==> config.mk <==
export PLATFORM = sky130hd
export DESIGN_NAME = tcr_regs
export DESIGN_NICKNAME = d
export VERILOG_FILES = /design/src/hw/tcr_pkg.sv /design/src/hw/tcr_sync2.sv /design/src/hw/tcr_fifo_split.sv /design/src/hw/tcr_regs.sv
export SDC_FILE = /design/constraint.sdc
export NUM_CORES = 1
export LEC_CHECK = 0
export BUFFER_PORTS_ARGS = -buffer_cell sky130_fd_sc_hd__buf_2
export CORE_MARGIN = 3
export CORE_UTILIZATION = 53
export CTS_CLUSTER_DIAMETER = 50
export DETAILED_ROUTE_END_ITERATION = 16
export GPL_ROUTABILITY_DRIVEN = 0
export PLACE_DENSITY = 0.85
export SLEW_MARGIN = 15
export SYNTH_ARGS = -nofsm -noshare
export SYNTH_HDL_FRONTEND = slang
export SYNTH_SLANG_ARGS = --single-unit
==> constraint.sdc <==
create_clock -name aclk -period 3.8 [get_ports aclk]
set_input_delay 0.19 -clock aclk [delete_from_list [all_inputs] [get_ports aclk]]
set_output_delay 0.19 -clock aclk [all_outputs]
set_load 0.05 [all_outputs]
==> src/hw/tcr_pkg.sv <==
// package: register map, field layout and types of the tx/hw config block
package tcr_pkg;

    // =====================================================================
    // register map (byte addresses)
    localparam logic [7:0] TCR_TRANSMIT_CONFIG_OFS = 8'h70;
    localparam logic [7:0] TCR_HARDWARE_CONFIG_OFS = 8'h74;
    localparam logic [7:0] TCR_TX_STATUS_OFS = 8'h80;
    localparam int TCR_ADDR_W = 8;

    // =====================================================================
    // transmit_config fields
    localparam int TCR_TXC_STATUS_FLUSH_BIT = 15;
    localparam int TCR_TXC_DATA_FLUSH_BIT = 14;
    localparam int TCR_TXC_OVERRUN_ALLOW_BIT = 2;
    localparam int TCR_TXC_ENABLE_BIT = 1;
    localparam int TCR_TXC_STOP_BIT = 0;

    // =====================================================================
    // hardware_config fields
    localparam int TCR_HWC_CROSSOVER_BIT = 24;
    localparam int TCR_HWC_MUST_BE_ONE_BIT = 20;
    localparam int TCR_HWC_ALLOC_LSB = 16;
    localparam int TCR_HWC_ALLOC_W = 4;
    localparam int TCR_HWC_BUS_WIDTH_BIT = 2;
    localparam int TCR_HWC_TIMEOUT_BIT = 1;
    localparam int TCR_HWC_SOFT_RESET_BIT = 0;
    localparam logic [3:0] TCR_ALLOC_RESET = 4'h5;
    localparam logic [3:0] TCR_ALLOC_MIN = 4'h2;
    localparam logic [3:0] TCR_ALLOC_MAX = 4'hE;

    // =====================================================================
    // fifo memory split, bytes
    localparam logic [14:0] TCR_MEM_BYTES = 15'h4000;
    localparam logic [14:0] TCR_KB_BYTES = 15'h0400;
    localparam logic [14:0] TCR_TX_STATUS_BYTES = 15'h0200;

    // =====================================================================
    // soft reset time-out, in microseconds, and its cycle count
    localparam int TCR_CLK_MHZ = 50;
    localparam int TCR_SOFT_RESET_TIMEOUT_US = 100;
    localparam int TCR_SOFT_RESET_TIMEOUT_CYC = TCR_SOFT_RESET_TIMEOUT_US * TCR_CLK_MHZ;

    // =====================================================================
    // axi responses
    localparam logic [1:0] TCR_RESP_OKAY = 2'h0;
    localparam logic [1:0] TCR_RESP_SLVERR = 2'h2;

    // =====================================================================
    // grouped signals
    typedef struct packed {
        logic [14:0] tx_data_bytes;
        logic [14:0] tx_status_bytes;
        logic [14:0] rx_total_bytes;
    } tcr_split_t;

    typedef struct packed {
        logic status_flush;
        logic data_flush;
        logic mac_reset;
        logic error_clear;
    } tcr_pulse_t;

    typedef enum logic [1:0] {
        TCR_TX_IDLE = 2'b00,
        TCR_TX_RUN = 2'b01,
        TCR_TX_STOPPING = 2'b10
    } tcr_tx_state_t;

endpackage : tcr_pkg

==> src/hw/tcr_sync2.sv <==
// module: two flip-flop synchroniser for asynchronous pin levels
module tcr_sync2 #(
    parameter int WIDTH = 1
) (
    // clock and reset
    input wire logic aclk,
    input wire logic aresetn,
    // levels
    input wire logic [WIDTH-1:0] async_in,
    output logic [WIDTH-1:0] sync_out
);
    logic [WIDTH-1:0] meta_r;
    logic [WIDTH-1:0] meta_nxt;
    logic [WIDTH-1:0] sync_nxt;

    always_comb
    begin
        meta_nxt = async_in;
        sync_nxt = meta_r;
    end

    always_ff @(posedge aclk)
    begin
        if (!aresetn)
        begin
            meta_r <= '0;
            sync_out <= '0;
        end
        else
        begin
            meta_r <= meta_nxt;
            sync_out <= sync_nxt;
        end
    end
endmodule : tcr_sync2

==> src/hw/tcr_fifo_split.sv <==
// module: turns the tx allocation into tx data, tx status and rx sizes
module tcr_fifo_split (
    // allocation
    input wire logic [3:0] alloc,
    // sizes
    output tcr_pkg::tcr_split_t split
);
    import tcr_pkg::*;

    logic [14:0] tx_total;

    always_comb
    begin
        tx_total = 15'(alloc * TCR_KB_BYTES);
        split.tx_status_bytes = TCR_TX_STATUS_BYTES;
        split.tx_data_bytes = 15'(tx_total - TCR_TX_STATUS_BYTES);
        split.rx_total_bytes = 15'(TCR_MEM_BYTES - tx_total);
    end
endmodule : tcr_fifo_split

==> src/hw/tcr_regs.sv <==
// module: transmit and hardware configuration registers on axi4-lite
module tcr_regs #(
    parameter int SOFT_RESET_TIMEOUT_CYC = tcr_pkg::TCR_SOFT_RESET_TIMEOUT_CYC
) (
    // clock and reset
    input wire logic aclk,
    input wire logic aresetn,
    // axi4-lite write
    input wire logic awvalid,
    output logic awready,
    input wire logic [7:0] awaddr,
    input wire logic wvalid,
    output logic wready,
    input wire logic [31:0] wdata,
    input wire logic [3:0] wstrb,
    output logic bvalid,
    input wire logic bready,
    output logic [1:0] bresp,
    // axi4-lite read
    input wire logic arvalid,
    output logic arready,
    input wire logic [7:0] araddr,
    output logic rvalid,
    input wire logic rready,
    output logic [31:0] rdata,
    output logic [1:0] rresp,
    // strap pins and phy state
    input wire logic crossover_strap_pin,
    input wire logic bus_width_strap_pin,
    input wire logic phy_clocks_running,
    input wire logic power_save_exit,
    // transmit engine
    input wire logic tx_status_full,
    input wire logic tx_frame_active,
    output logic tx_go,
    output logic tx_status_flush,
    output logic tx_data_flush,
    output logic tx_status_full_irq,
    // resets and fifo split
    output logic mac_reset,
    output logic error_clear,
    output logic [14:0] tx_data_bytes,
    output logic [14:0] rx_total_bytes
);
    import tcr_pkg::*;

    // the time-out counter is sixteen bits wide
    if (SOFT_RESET_TIMEOUT_CYC < 1 || SOFT_RESET_TIMEOUT_CYC > 65535)
    begin : g_timeout_range
        $error("SOFT_RESET_TIMEOUT_CYC out of range");
    end

    // =====================================================================
    // pin synchronisers
    logic [2:0] pins_s;
    tcr_sync2 #(.WIDTH(3)) u_sync (
        .aclk(aclk),
        .aresetn(aresetn),
        .async_in({crossover_strap_pin, bus_width_strap_pin,
                   phy_clocks_running}),
        .sync_out(pins_s)
    );

    // =====================================================================
    // state
    logic aw_r, aw_nxt, w_r, w_nxt;
    logic [7:0] awaddr_r, awaddr_nxt;
    logic [31:0] wdata_r, wdata_nxt;
    logic [3:0] wstrb_r, wstrb_nxt;
    logic bvalid_r, bvalid_nxt;
    logic [1:0] bresp_r, bresp_nxt;
    logic rvalid_r, rvalid_nxt;
    logic [31:0] rdata_r, rdata_nxt;
    logic [1:0] rresp_r, rresp_nxt;
    logic armed_r, armed_nxt;
    logic allow_r, allow_nxt, enable_r, enable_nxt, stop_r, stop_nxt;
    logic mbo_r, mbo_nxt, timeout_r, timeout_nxt;
    logic [3:0] alloc_r, alloc_nxt;
    logic soft_reset_busy_r, soft_reset_busy_nxt;
    logic [15:0] soft_reset_cnt_r, soft_reset_cnt_nxt;
    logic [1:0] straps_r, straps_nxt;
    tcr_pulse_t pulse_r, pulse_nxt;
    tcr_tx_state_t txs_r, txs_nxt;
    logic go_r, go_nxt, full_irq_r, full_irq_nxt;
    logic [14:0] txd_bytes_r, rx_bytes_r;
    tcr_split_t split;

    tcr_fifo_split u_split (
        .alloc(alloc_r),
        .split(split)
    );

    function automatic logic [31:0] read_mux(input logic [7:0] a,
        input logic [31:0] txc, input logic [31:0] hwc);
        case (a)
            TCR_TRANSMIT_CONFIG_OFS: read_mux = txc;
            TCR_HARDWARE_CONFIG_OFS: read_mux = hwc;
            default: read_mux = 32'h0000_0000;
        endcase
    endfunction : read_mux

    // =====================================================================
    // bus and register next state
    logic do_wr, byte0, byte1, byte2, byte3, hit_w, hit_r;
    logic [31:0] txc_view, hwc_view;

    always_comb
    begin
        txc_view = 32'h0000_0000;
        txc_view[TCR_TXC_OVERRUN_ALLOW_BIT] = allow_r;
        txc_view[TCR_TXC_ENABLE_BIT] = enable_r;
        txc_view[TCR_TXC_STOP_BIT] = stop_r;
        hwc_view = 32'h0000_0000;
        hwc_view[TCR_HWC_CROSSOVER_BIT] = straps_r[1];
        hwc_view[TCR_HWC_MUST_BE_ONE_BIT] = mbo_r;
        hwc_view[TCR_HWC_ALLOC_LSB +: TCR_HWC_ALLOC_W] = alloc_r;
        hwc_view[TCR_HWC_BUS_WIDTH_BIT] = straps_r[0];
        hwc_view[TCR_HWC_TIMEOUT_BIT] = timeout_r;
        hwc_view[TCR_HWC_SOFT_RESET_BIT] = soft_reset_busy_r;

        aw_nxt = aw_r;
        w_nxt = w_r;
        awaddr_nxt = awaddr_r;
        wdata_nxt = wdata_r;
        wstrb_nxt = wstrb_r;
        if (awvalid && !aw_r)
        begin
            aw_nxt = 1'b1;
            awaddr_nxt = awaddr;
        end
        if (wvalid && !w_r)
        begin
            w_nxt = 1'b1;
            wdata_nxt = wdata;
            wstrb_nxt = wstrb;
        end
        do_wr = aw_r && w_r && !bvalid_r;
        bvalid_nxt = bvalid_r && !bready;
        bresp_nxt = bresp_r;
        hit_w = awaddr_r == TCR_TRANSMIT_CONFIG_OFS
            || awaddr_r == TCR_HARDWARE_CONFIG_OFS;
        if (do_wr)
        begin
            aw_nxt = 1'b0;
            w_nxt = 1'b0;
            bvalid_nxt = 1'b1;
            bresp_nxt = hit_w ? TCR_RESP_OKAY : TCR_RESP_SLVERR;
        end
        byte0 = do_wr && armed_r && wstrb_r[0];
        byte1 = do_wr && armed_r && wstrb_r[1];
        byte2 = do_wr && armed_r && wstrb_r[2];
        byte3 = do_wr && armed_r && wstrb_r[3];

        rvalid_nxt = rvalid_r && !rready;
        rdata_nxt = rdata_r;
        rresp_nxt = rresp_r;
        armed_nxt = armed_r && !power_save_exit;
        if (arvalid && !rvalid_r)
        begin
            hit_r = araddr == TCR_TRANSMIT_CONFIG_OFS
                || araddr == TCR_HARDWARE_CONFIG_OFS;
            rvalid_nxt = 1'b1;
            rdata_nxt = read_mux(araddr, txc_view, hwc_view);
            rresp_nxt = hit_r ? TCR_RESP_OKAY : TCR_RESP_SLVERR;
            armed_nxt = 1'b1;
        end
        else
            hit_r = 1'b0;

        allow_nxt = allow_r;
        enable_nxt = enable_r;
        stop_nxt = stop_r;
        mbo_nxt = mbo_r;
        alloc_nxt = alloc_r;
        timeout_nxt = timeout_r;
        soft_reset_busy_nxt = soft_reset_busy_r;
        soft_reset_cnt_nxt = soft_reset_cnt_r;
        pulse_nxt = '0;
        straps_nxt = pins_s[2:1];
        txs_nxt = txs_r;

        if (awaddr_r == TCR_TRANSMIT_CONFIG_OFS)
        begin
            if (byte1)
            begin
                pulse_nxt.status_flush = wdata_r[TCR_TXC_STATUS_FLUSH_BIT];
                pulse_nxt.data_flush = wdata_r[TCR_TXC_DATA_FLUSH_BIT];
            end
            if (byte0)
            begin
                allow_nxt = wdata_r[TCR_TXC_OVERRUN_ALLOW_BIT];
                enable_nxt = wdata_r[TCR_TXC_ENABLE_BIT];
                if (!stop_r)
                    stop_nxt = wdata_r[TCR_TXC_STOP_BIT];
            end
        end
        if (awaddr_r == TCR_HARDWARE_CONFIG_OFS)
        begin
            if (byte2)
            begin
                mbo_nxt = wdata_r[TCR_HWC_MUST_BE_ONE_BIT];
                alloc_nxt = wdata_r[TCR_HWC_ALLOC_LSB +: TCR_HWC_ALLOC_W];
                if (alloc_nxt < TCR_ALLOC_MIN)
                    alloc_nxt = TCR_ALLOC_MIN;
                if (alloc_nxt > TCR_ALLOC_MAX)
                    alloc_nxt = TCR_ALLOC_MAX;
            end
            if (byte0 && wdata_r[TCR_HWC_SOFT_RESET_BIT] && !soft_reset_busy_r)
            begin
                soft_reset_busy_nxt = 1'b1;
                timeout_nxt = 1'b0;
                soft_reset_cnt_nxt = '0;
            end
        end

        // transmitter sequencing
        case (txs_r)
            TCR_TX_IDLE:
                if (enable_r && !stop_r)
                    txs_nxt = TCR_TX_RUN;
            TCR_TX_RUN:
                if (stop_r)
                    txs_nxt = TCR_TX_STOPPING;
                else if (!enable_r)
                    txs_nxt = TCR_TX_IDLE;
            TCR_TX_STOPPING:
                if (!tx_frame_active)
                begin
                    txs_nxt = TCR_TX_IDLE;
                    stop_nxt = 1'b0;
                    enable_nxt = 1'b0;
                end
            default: txs_nxt = TCR_TX_IDLE;
        endcase
        if (txs_r == TCR_TX_IDLE && stop_r)
        begin
            stop_nxt = 1'b0;
            enable_nxt = 1'b0;
        end

        // soft reset: completes once phy clocks run, else times out
        if (soft_reset_busy_r)
        begin
            if (pins_s[0])
            begin
                soft_reset_busy_nxt = 1'b0;
                pulse_nxt.mac_reset = 1'b1;
                pulse_nxt.error_clear = 1'b1;
                pulse_nxt.status_flush = 1'b1;
                pulse_nxt.data_flush = 1'b1;
                allow_nxt = 1'b0;
                enable_nxt = 1'b0;
                stop_nxt = 1'b0;
                alloc_nxt = TCR_ALLOC_RESET;
                mbo_nxt = 1'b0;
                txs_nxt = TCR_TX_IDLE;
            end
            else if (soft_reset_cnt_r == 16'(SOFT_RESET_TIMEOUT_CYC - 1))
            begin
                soft_reset_busy_nxt = 1'b0;
                timeout_nxt = 1'b1;
            end
            else
                soft_reset_cnt_nxt = 16'(soft_reset_cnt_r + 16'h0001);
        end

        go_nxt = (txs_nxt == TCR_TX_RUN || txs_nxt == TCR_TX_STOPPING)
            && (allow_nxt || !tx_status_full);
        full_irq_nxt = tx_status_full;
    end

    // =====================================================================
    // registers
    always_ff @(posedge aclk)
    begin
        if (!aresetn)
        begin
            aw_r <= 1'b0;
            w_r <= 1'b0;
            awaddr_r <= '0;
            wdata_r <= '0;
            wstrb_r <= '0;
            bvalid_r <= 1'b0;
            bresp_r <= TCR_RESP_OKAY;
            rvalid_r <= 1'b0;
            rdata_r <= '0;
            rresp_r <= TCR_RESP_OKAY;
            armed_r <= 1'b0;
            allow_r <= 1'b0;
            enable_r <= 1'b0;
            stop_r <= 1'b0;
            mbo_r <= 1'b0;
            alloc_r <= TCR_ALLOC_RESET;
            timeout_r <= 1'b0;
            soft_reset_busy_r <= 1'b0;
            soft_reset_cnt_r <= '0;
            straps_r <= '0;
            pulse_r <= '0;
            txs_r <= TCR_TX_IDLE;
            go_r <= 1'b0;
            full_irq_r <= 1'b0;
            txd_bytes_r <= '0;
            rx_bytes_r <= '0;
        end
        else
        begin
            aw_r <= aw_nxt;
            w_r <= w_nxt;
            awaddr_r <= awaddr_nxt;
            wdata_r <= wdata_nxt;
            wstrb_r <= wstrb_nxt;
            bvalid_r <= bvalid_nxt;
            bresp_r <= bresp_nxt;
            rvalid_r <= rvalid_nxt;
            rdata_r <= rdata_nxt;
            rresp_r <= rresp_nxt;
            armed_r <= armed_nxt;
            allow_r <= allow_nxt;
            enable_r <= enable_nxt;
            stop_r <= stop_nxt;
            mbo_r <= mbo_nxt;
            alloc_r <= alloc_nxt;
            timeout_r <= timeout_nxt;
            soft_reset_busy_r <= soft_reset_busy_nxt;
            soft_reset_cnt_r <= soft_reset_cnt_nxt;
            straps_r <= straps_nxt;
            pulse_r <= pulse_nxt;
            txs_r <= txs_nxt;
            go_r <= go_nxt;
            full_irq_r <= full_irq_nxt;
            txd_bytes_r <= split.tx_data_bytes;
            rx_bytes_r <= split.rx_total_bytes;
        end
    end

    // =====================================================================
    // outputs
    assign awready = !aw_r;
    assign wready = !w_r;
    assign bvalid = bvalid_r;
    assign bresp = bresp_r;
    assign arready = !rvalid_r;
    assign rvalid = rvalid_r;
    assign rdata = rdata_r;
    assign rresp = rresp_r;
    assign tx_go = go_r;
    assign tx_status_flush = pulse_r.status_flush;
    assign tx_data_flush = pulse_r.data_flush;
    assign tx_status_full_irq = full_irq_r;
    assign mac_reset = pulse_r.mac_reset;
    assign error_clear = pulse_r.error_clear;
    assign tx_data_bytes = txd_bytes_r;
    assign rx_total_bytes = rx_bytes_r;
endmodule : tcr_regs

==> flow_summary.yaml, run 1 <==
synth:
  synthSimpleGateAreaFrac_pct: 24.2
  synth_mux_area_share_pct: 5.08
  ys_ff_latch: 89
  synth_top_family_by_area: "simple AND/OR/NAND/NOR gates"
  synth_area_per_cell_sq_um: 8.96
  synthAdderAreaFrac_pct: 0.651
  synth_compound_area_share_pct: 11.0
  synthXorXnorAreaFrac_pct: 1.14
  yosysWarnings: 0
  ys_types: 49
  syn_inst: 429
  syn_area_sq_mm: 0.00384
  seq_area_frac_synth_pct: 46.4
placement:
  port_buffers: 74
  dp_slack_ps: 1600
  hpwlAfterDp_microns: 6040
route:
  vias: 3177
  drc_errors: 0
  wl_microns: 8470
  routedWlPerCell_microns: 14.2
  ant_nets: 0
  drtIter0Drc: 219
  first_pass_iters: 5
  drt-vias-per-instance: 5.31
sta:
  skew_ps: 10.3
  setup_violations: 0
  finalSetupTns_ps: 0
  post-route-period-util_pct: 59.6
  fin_crit_ps: 2260
  relSlewSlack_pct: 41.6
  worstMarginPinSlew_ps: 874
  fin_hold_ws_ps: 20.8
  finalHoldViolCount: 0
  drv_slew: 0
  finalWorstSetupSlack_ps: 1540
  rsz0062_at_grt: "no"
  timing.fmax_mhz: 442
floorplanning:
  die_w_microns: 91.1
  initial_core_util_pct: 55.6
  io_pins: 142
  core_area_sq_mm: 0.00691
  rows: 30
  fp.dieArea_sq_mm: 0.00831
  die_h_microns: 91.1
pwr:
  p_leak_nw: 1.82
  ir_worst_vdd_v: 0.000287
  p_total_mw: 1.94
  p_per_area_mw_per_mm2: 448
clock_network:
  cts_max_path_buffers: 2
  cts_made_buffers: 9
  cts.sink_count: 89
  htreeDepth: 3
  cts-resized-gates: 0
  clk_latency_ps: 350
  cts_hold_buf: 0
  cts_tree: "built"
  root_buffer: "clkbuf_8"
  cts_setup_buffers: 0
  cts.clk_slew.worst_paths_ps: 90
grt:
  overflow: 0
  met3_usage_pct: 4.89
  grt_pass1_wl_microns: 13600
  gr-usage-all-layers_pct: 19.9
  grt_max_degree: 37
  antenna_found_initial: 0
  use_met2_pct: 34.6
  busiest_layer: "met2"
  grt_pass1_vias: 2965
  use_met1_pct: 23.1
setup_path:
  worst_setup_path_end_kind: "flop"
  cp_cell_sequence: "ha_1, nor4b_1, and4_1, o21ai_1, a311oi_1"
  cp_max_fo: 10
  cp.required_ps: 4060
  start_kind: "flop"
  slowest_delay_ps: 460
  crit_slowest_cell: "and4_1"
  arrival_ps: 2520
  worstSetupPathType: "reg -> reg"
finish:
  area_growth_pct: 12.6
  drive_gt1_share_pct: 18.9
  n_antenna_cell: 0
  final_nets: 564
hold_path:
  min-delay-path-class: "in -> reg"
outcome:
  status: "completed"
run:
  cap_violations: 0
[cells by family (layout without fill, tap and decap cells)]
family / count (synthesis) / after routing
adder cells (fa/ha/maj): 2 / 2
XOR/XNOR: 5 / 5
flip-flops: 89 / 89
multiplexers: 19 / 19
AND/OR/NAND/NOR: 175 / 175
other: 1 / 44
buffers and inverters: 72 / 102
AO/OA/AOI/OAI: 66 / 66
[state kept, by name, indices dropped and copies added (netlist names), 2 cells and up]
signal / flops
rx_total_bytes: 5
awaddr_r: 8
txs_r: 2
wdata_r: 10
rdata: 9
soft_reset_cnt_r: 16
u_sync.meta_r: 3
wstrb_r: 3
straps_r: 2
alloc_r: 4
u_sync.sync_out: 3
tx_data_bytes: 6
[area by class of cell]
| class | count | area (sq um) |
|---|---|---|
| repair buffers | 75 | 378 |
| clock buffers | 10 | 128 |
| fillers | 592 | 2580 |
| inverters | 11 | 41.3 |
| multi-input cells | 311 | 1780 |
| flip-flops and latches | 89 | 1780 |
| well taps | 96 | 120 |
| clock inverters | 6 | 97.6 |
[layout by cell type, fill, tap and decap left out, drive strengths merged, types with 4 or more instances in the layout]
| master | n |
|---|---|
| nor2 | 41 |
| dfxtp | 89 |
| or4 | 7 |
| o21ai | 7 |
| buf | 75 |
| o211ai | 4 |
| xnor2 | 4 |
| mux2 | 4 |
| a22oi | 10 |
| nand4 | 10 |
| a21oi | 25 |
| nand2 | 45 |
| inv | 14 |
| nor4b | 4 |
| nand3 | 13 |
| nand2b | 6 |
| and3 | 4 |
| conb | 44 |
| and2 | 12 |
| mux2i | 15 |
| clkbuf | 10 |
| nor4 | 8 |
| nor2b | 5 |
[through the flow]
stage | utilization [%] | area, sq um | std cells
after detailed placement | 59.4 | 4100 | 582
after floorplan | - | 4000 | 472
after CTS | 62.7 | 4330 | 598
after global routing | 62.7 | 4330 | 598
after global placement | 59.4 | 4100 | 582
final | 62.7 | 4330 | 598
[synthesized netlist by cell type, drive strengths merged]
library cell	number	area [sq um]
buf	47	347
o21ai	7	35.0
and2	12	75.1
mux2i	15	150
nor4bb	1	10.0
nand3b	2	15.0
o221ai	3	26.3
nor2b	5	31.3
or3	2	12.5
o31ai	3	22.5
o211ai	4	30.0
mux2	4	45.0
nand2	45	169
o2111ai	1	8.76
conb	1	3.75
a22oi	10	75.1
nor3	3	15.0
inv	11	41.3
ha	2	25.0
xor2	1	8.76
o21a	1	7.51
nor3b	3	22.5
clkbuf	14	52.6
nand3	13	65.1
a31oi	3	18.8
nor4b	4	35.0
dfxtp	89	1780
a21oi	25	125
a211oi	2	15.0
o311a	2	20.0
nand4	10	62.6
o21bai	2	15.0
nor2	41	154
xnor2	4	35.0
nand4b	3	26.3
and3	4	25.0
or4	7	52.6
and4	3	26.3
a311oi	2	17.5
and4b	3	30.0
nand2b	6	37.5
o22ai	1	6.26
nor4	8	65.1
[power breakdown]
| part | internal, mW | total, mW | switching, mW |
|---|---|---|---|
| combinational | 0.0471 | 0.233 | 0.186 |
| clock | 0.381 | 0.728 | 0.347 |
| sequential | 0.958 | 0.975 | 0.0175 |
| total | 1.39 | 1.94 | 0.551 |
[per-layer routing]
| metal | share of wire (%) | vias to the layer above |
|---|---|---|
| met5 | 0 | - |
| met3 | 6.5 | 21 |
| met4 | 2.4 | 0 |
| met2 | 50 | 131 |
| met1 | 41 | 1462 |
| li1 | - | 1563 |
[critical path: cells and delay by family, from the launching register on]
kind	cells	cell delay, ps
AO/OA/AOI/OAI	2	660
flip-flops	1	430
adder cells (fa/ha/maj)	1	280
AND/OR/NAND/NOR	2	790
[worst paths after layout]
kind,from,cells past startpoint,endpoint,slack [ps]
min,rready,2,rvalid$_SDFF_PN0_,20
max reg2reg,soft_reset_cnt_r[0]$_SDFF_PN0_,5,soft_reset_cnt_r[4]$_SDFF_PN0_,1540
min reg2reg,u_sync.meta_r[2]$_SDFF_PN0_,1,u_sync.sync_out[2]$_SDFF_PN0_,440
max,soft_reset_cnt_r[0]$_SDFF_PN0_,5,soft_reset_cnt_r[4]$_SDFF_PN0_,1540
Power figures use the tool's default switching activity.
==> run 2: changes to the inputs <==
--- a/config.mk
+++ b/config.mk
@@ -5,13 +5,14 @@
 export SDC_FILE = /design/constraint.sdc
 export NUM_CORES = 1
 export LEC_CHECK = 0
+export ABC_AREA = 1
 export BUFFER_PORTS_ARGS = -buffer_cell sky130_fd_sc_hd__buf_2
 export CORE_MARGIN = 3
-export CORE_UTILIZATION = 53
+export CORE_UTILIZATION = 45
 export CTS_CLUSTER_DIAMETER = 50
 export DETAILED_ROUTE_END_ITERATION = 16
 export GPL_ROUTABILITY_DRIVEN = 0
-export PLACE_DENSITY = 0.85
+export PLACE_DENSITY = 0.76
 export SLEW_MARGIN = 15
 export SYNTH_ARGS = -nofsm -noshare
 export SYNTH_HDL_FRONTEND = slang
==> constraint.sdc (replaced) <==
create_clock -name aclk -period 2 [get_ports aclk]
set_input_delay 0.1 -clock aclk [delete_from_list [all_inputs] [get_ports aclk]]
set_output_delay 0.1 -clock aclk [all_outputs]
set_load 0.05 [all_outputs]
==> flow_summary.yaml, run 2 <==
grt:
  overflow: 0
  grt_pass1_vias: 3378
  antenna_found_initial: 0
  grt_pass1_wl_microns: 14200
  grt_max_degree: 46
  gr-usage-all-layers_pct: 17.3
route:
  drt-vias-per-instance: 4.68
  wl_microns: 8580
  drtIter0Drc: 139
  vias: 3494
  first_pass_iters: 6
  drc_errors: 0
  routedWlPerCell_microns: 11.5
  ant_nets: 0
sta:
  finalSetupTns_ps: 0
  relSlewSlack_pct: 58.0
  setup_violations: 0
  fin_crit_ps: 1630
  rsz0062_at_grt: "no"
  fin_hold_ws_ps: 28.9
  worstMarginPinSlew_ps: 627
  timing.fmax_mhz: 613
  post-route-period-util_pct: 81.6
  finalHoldViolCount: 0
  drv_slew: 0
  skew_ps: 6.31
setup_path:
  crit_slowest_cell: "a21oi_4"
  arrival_ps: 1890
  critical_path.top_delay_family: "compound AO/OA/AOI/OAI gates"
  cp.buffers_inverters: 1
  cp_cell_sequence: "ha_1, nand2_1, inv_1, nand2_2, nor2_4, a21oi_4, nand3_1, o21ai_1, nor2_1"
  cp.required_ps: 2250
  worst_setup_path_end_kind: "flop"
  cp_max_fo: 17
  worstSetupPathType: "reg -> reg"
  start_kind: "flop"
  slowest_delay_ps: 410
clock_network:
  cts.clk_slew.worst_paths_ps: 90
  root_buffer: "clkbuf_8"
  cts_max_path_buffers: 2
  cts_setup_buffers: 0
  clk_latency_ps: 350
  htreeDepth: 3
  cts_tree: "built"
  cts_made_buffers: 9
  cts.sink_count: 89
synth:
  yosysWarnings: 0
  yosys.cell_count.top_type: "dfxtp_1"
  syn_inst: 545
  synth_top_cell_by_area: "dfxtp_1"
  seq_area_frac_synth_pct: 44.6
  synth_area_per_cell_sq_um: 7.34
  synth_area_leaders: "dfxtp_1 45%, buf_4 8.5%, nand2_1 8.0%"
  syn_area_sq_mm: 0.00400
  synth_ff_type: "dfxtp_1"
  synth_commonest_cells: "89 x dfxtp_1, 85 x nand2_1, 83 x nor2_1, 69 x inv_1, 48 x a21oi_1"
  ys_ff_latch: 89
  synth_edf_count: 0
  synthArstFlopShare_pct: 0
  synth_top_area_share_pct: 44.6
  ys_types: 33
pwr:
  p_total_mw: 3.80
  p_per_area_mw_per_mm2: 811
  p_leak_nw: 2.18
  ir_worst_vdd_v: 0.000653
floorplanning:
  die_w_microns: 100
  core_area_sq_mm: 0.00842
  die_h_microns: 100
  initial_core_util_pct: 47.5
  fp.dieArea_sq_mm: 0.0101
  io_pins: 142
  rows: 33
finish:
  fin_util_pct: 55.7
  drive_gt1_share_pct: 17.8
  largest_reg_flops: 16
  n_antenna_cell: 0
  final_common_cell: "dfxtp_1"
  fill_cells: 815
  final_cell_mix: "89 x dfxtp_1, 85 x nand2_1, 83 x nor2_1, 74 x buf_2, 69 x inv_1"
  final_nets: 704
  regMostFlops: "soft_reset_cnt_r"
  area_growth_pct: 17.4
outcome:
  status: "completed"
placement:
  port_buffers: 74
  hpwlAfterDp_microns: 6050
run:
  cap_violations: 0
hold_path:
  min-delay-path-class: "in -> reg"
## run 2: per-stage QoR
step | cell area [sq um] | cells | setup slack [ps]
3_5_place_dp | 4270 | 711 | 374
4_1_cts | 4690 | 747 | 369
5_1_grt | 4690 | 747 | 198
2_1_floorplan | 4160 | 588 | 280
6_report | 4690 | 747 | 367
3_3_place_gp | 4270 | 711 | 434
## run 2: worst reg2reg max path: stages, from the launching register on
cell and delay, ps:
dfxtp_1 340, ha_1 210, nand2_1 120, inv_1 60, nand2_2 80, nor2_4 50, a21oi_4 410, nand3_1 120
o21ai_1 100, nor2_1 50
## run 2: what timing repair did
action / CTS / global route
hold endpoints to repair: 21 / 0
hold buffers: 20 / 0
endpoints found under the setup margin: 0 / 0
resized for setup: 0 / 0
## run 2: layout make-up
cell class                 count  area [sq um]  area share, %
clock buffer                   9           124           2.64
inverter                      71           267           5.68
tap                          105           131           2.80
clock inverter                 7           103           2.19
timing repair buffer          96           586           12.5
sequential                    89          1780           38.0
multi-input combinational    370          1700           36.2
## run 2: per-layer routing
metal / wire [microns] / up-vias / part of all wire [%] / GRT usage (%)
li1: - / 1813 / - / -
met1: 3570 / 1570 / 42 / 19.8
met5: 0 / - / 0 / 0
met2: 4400 / 95 / 51 / 30.5
met3: 415 / 16 / 4.8 / 3.47
met4: 195 / 0 / 2.3 / 8.50
## run 2: cells by family after synthesis
group           count (synthesis)  synth area share, %
other cells                     1               0.0938
buf+inv                       129                 16.9
xor+xnor                        1                0.219
compound gates                103                 13.6
simple gates                  220                 24.0
flops                          89                 44.6
fa+ha+maj                       2                0.626
## run 2: worst paths after layout
check	from	endpoint	slack (ps)	depth (start not counted)
worst min register to register	u_sync.meta_r[2]$_SDFF_PN0_	u_sync.sync_out[2]$_SDFF_PN0_	420	2
worst max register to register	soft_reset_cnt_r[0]$_SDFF_PN0_	soft_reset_cnt_r[6]$_SDFF_PN0_	370	9
worst min-delay path	awaddr[0]	awaddr_r[0]$_SDFFE_PN0P_	30	3
worst max-delay path	soft_reset_cnt_r[0]$_SDFF_PN0_	soft_reset_cnt_r[6]$_SDFF_PN0_	370	9
## run 2: power by group
group	total, mW	leakage [nW]	internal, mW	switching [mW]
Sequential	1.87	0.729	1.84	0.0334
Combinational	0.549	1.34	0.124	0.424
Clock	1.38	0.116	0.719	0.662
Total	3.80	2.18	2.68	1.12
==> run 3: changes to the inputs <==
==> constraint.sdc (replaced) <==
create_clock -name aclk -period 1.35 [get_ports aclk]
set_input_delay 0.0675 -clock aclk [delete_from_list [all_inputs] [get_ports aclk]]
set_output_delay 0.0675 -clock aclk [all_outputs]
set_load 0.05 [all_outputs]
==> flow_summary.yaml, run 3 (synthesis gave the netlist of run 2 again) <==
outcome:
  status: "finished with violations"
  violations: "negative hold slack, negative setup slack"
finish:
  area_growth_pct: 35.7
  largest_reg_flops: 16
  fill_cells: 680
  drive_gt1_share_pct: 32.9
  n_antenna_cell: 0
  final_cell_mix: "75 x dfxtp_1, 75 x buf_2, 74 x nor2_1, 73 x nand2_1, 58 x inv_1"
  multi_input_area_sq_mm: 0.00197
  fin_cells: 802
  seqCellArea_sq_mm: 0.00180
  regMostFlops: "soft_reset_cnt_r"
  final_nets: 759
clock_network:
  htreeDepth: 3
  cts_made_buffers: 9
  cts.sink_count: 89
  cts.clk_slew.worst_paths_ps: 90
  root_buffer: "clkbuf_8"
  cts_tree: "built"
  clk_latency_ps: 370
  cts_max_path_buffers: 2
route:
  ant_nets: 0
  drt-vias-per-instance: 4.83
  first_pass_iters: 5
  vias: 3874
  drc_errors: 0
  routedWlPerCell_microns: 12.9
  drtIter0Drc: 195
  wl_microns: 10400
grt:
  grt_pass1_vias: 3538
  grt_pass1_wl_microns: 15500
  gr-usage-all-layers_pct: 19.0
  overflow: 0
  grt_max_degree: 33
  antenna_found_initial: 0
setup_path:
  crit_slowest_cell: "dfxtp_2"
  worstSetupPathType: "reg -> reg"
  r2r_end: "soft_reset_cnt_r[6]$_SDFF_PN0_"
  cp_cell_sequence: "ha_4, nand2_4, inv_2, nand2_2, nor2_4, nand2_4, nand2_4, nor2_2, o21ai_1, nor2_1"
  slowest_delay_ps: 360
  r2r_slack_ps: -100
  cp.required_ps: 1610
  worst_setup_path_end_kind: "flop"
  rr_worst_depth: 10
  cp_max_fo: 7
  arrival_ps: 1710
  cpMostUsedCell: "nand2_4"
  start_kind: "flop"
  reg2reg_from: "soft_reset_cnt_r[0]$_SDFF_PN0_"
pwr:
  switchingPower_mw: 1.80
  power.share.clock_pct: 34.8
  intPower_mw: 3.88
  seqPwrFrac_pct: 49.1
  ir_worst_vdd_v: 0.000690
  p_leak_nw: 2.56
  switching_share_pct: 31.7
  p_comb_share_pct: 16.1
  p_per_area_mw_per_mm2: 1050
sta:
  fin_hold_ws_ps: -4.63
  skew_ps: 8.95
  timing.fmax_mhz: 690
  drv_slew: 0
  fin_crit_ps: 1450
  finalHoldViolCount: 1
  setup_violations: 13
  rsz0062_at_grt: "yes"
  post-route-period-util_pct: 107
  finalWorstSetupSlack_ps: -98.6
  relSlewSlack_pct: 64.6
  worstMarginPinSlew_ps: 530
floorplanning:
  rows: 33
  die_h_microns: 100
  core_area_sq_mm: 0.00842
  die_w_microns: 100
  fp.dieArea_sq_mm: 0.0101
  initial_core_util_pct: 47.5
  io_pins: 142
hold_path:
  min-delay-path-class: "in -> reg"
  hold_start: "arvalid"
  min_to: "armed_r$_SDFF_PN0_"
  min_path_cells: 3
placement:
  placed_cells: 739
  hpwlAfterDp_microns: 6460
  port_buffers: 74
run:
  cap_violations: 0
[run 3: cell count changes in the layout (fill, tap and decap cells not counted), moves of 9 or more]
cell,before,now
inv_1,69,58
nand2_1,85,73
dfxtp_2,0,12
dfxtp_1,89,75
buf_4,2,39
nand2_4,1,10
nor2_1,83,74
a21oi_2,1,13
a21oi_1,48,36
nor2_4,4,14
[run 3: how the worst max path moves through the flow]
stage | startpoint | to | slack (ps)
after floorplan | rvalid$_SDFF_PN0_ | rdata[0]$_SDFFE_PN0P_ | -60
after global placement | soft_reset_cnt_r[0]$_SDFF_PN0_ | soft_reset_cnt_r[3]$_SDFF_PN0_ | -100
after detailed placement | w_r$_SDFFE_PP0P_ | wdata_r[19]$_SDFFE_PN0P_ | -140
after CTS | soft_reset_cnt_r[1]$_SDFF_PN0_ | soft_reset_cnt_r[3]$_SDFF_PN0_ | -80
after global routing | soft_reset_cnt_r[0]$_SDFF_PN0_ | soft_reset_cnt_r[4]$_SDFF_PN0_ | -140
final | soft_reset_cnt_r[0]$_SDFF_PN0_ | soft_reset_cnt_r[6]$_SDFF_PN0_ | -100
[run 3: final cells by class]
type	instances	area share, %
repair buffers	147	18.7
flip-flops and latches	89	33.3
well taps	105	2.42
repair inverters	1	0.138
inverters	71	5.17
multi-input cells	373	36.4
clock inverters	7	1.66
clock buffers	9	2.28
[run 3: metal layers]
layer / global-route usage, % / vias to the layer above / share of wire, %
met5: 0 / - / 0
met4: 8.08 / 0 / 2.1
met3: 3.54 / 22 / 6.3
met2: 32.8 / 138 / 52
met1: 23.1 / 1782 / 40
li1: - / 1932 / -
[run 3: power groups by stage]
stage / sequential, mW / combinational (mW) / clock, mW
final: 2.79 / 0.912 / 1.98
after global routing: 2.80 / 0.979 / 2.11
after CTS: 2.78 / 0.853 / 2.02
after detailed placement: 2.84 / 0.782 / 0
after global placement: 2.84 / 0.774 / 0
after floorplan: 2.95 / 0.603 / 0
[run 3: repair_timing]
action	in CTS	in global routing
pin swaps	9	27
resized for setup	22	75
hold buffers	29	0
setup endpoints to repair	33	45
setup buffers	1	14
cloned	2	2
endpoints found under the hold margin	29	0
[run 3: critical path: cells and delay by family (launching register included)]
kind / cells / cell delay (ps)
compound gates: 1 / 140
flops: 1 / 360
simple gates: 7 / 630
fa+ha+maj: 1 / 150
buf+inv: 1 / 60
[run 3: per-stage QoR]
stage | total power, mW | setup slack (ps) | TNS [ps] | area (sq um) | utilization (%)
6_report | 5.68 | -98.6 | -608 | 5420 | 64.4
2_1_floorplan | 3.56 | -58.7 | -420 | 4190 | -
5_1_grt | 5.89 | -141 | -1750 | 5420 | 64.4
3_3_place_gp | 3.61 | -97.1 | -675 | 4500 | 53.4
3_5_place_dp | 3.62 | -144 | -2050 | 4500 | 53.4
4_1_cts | 5.65 | -77.7 | -476 | 5100 | 60.5
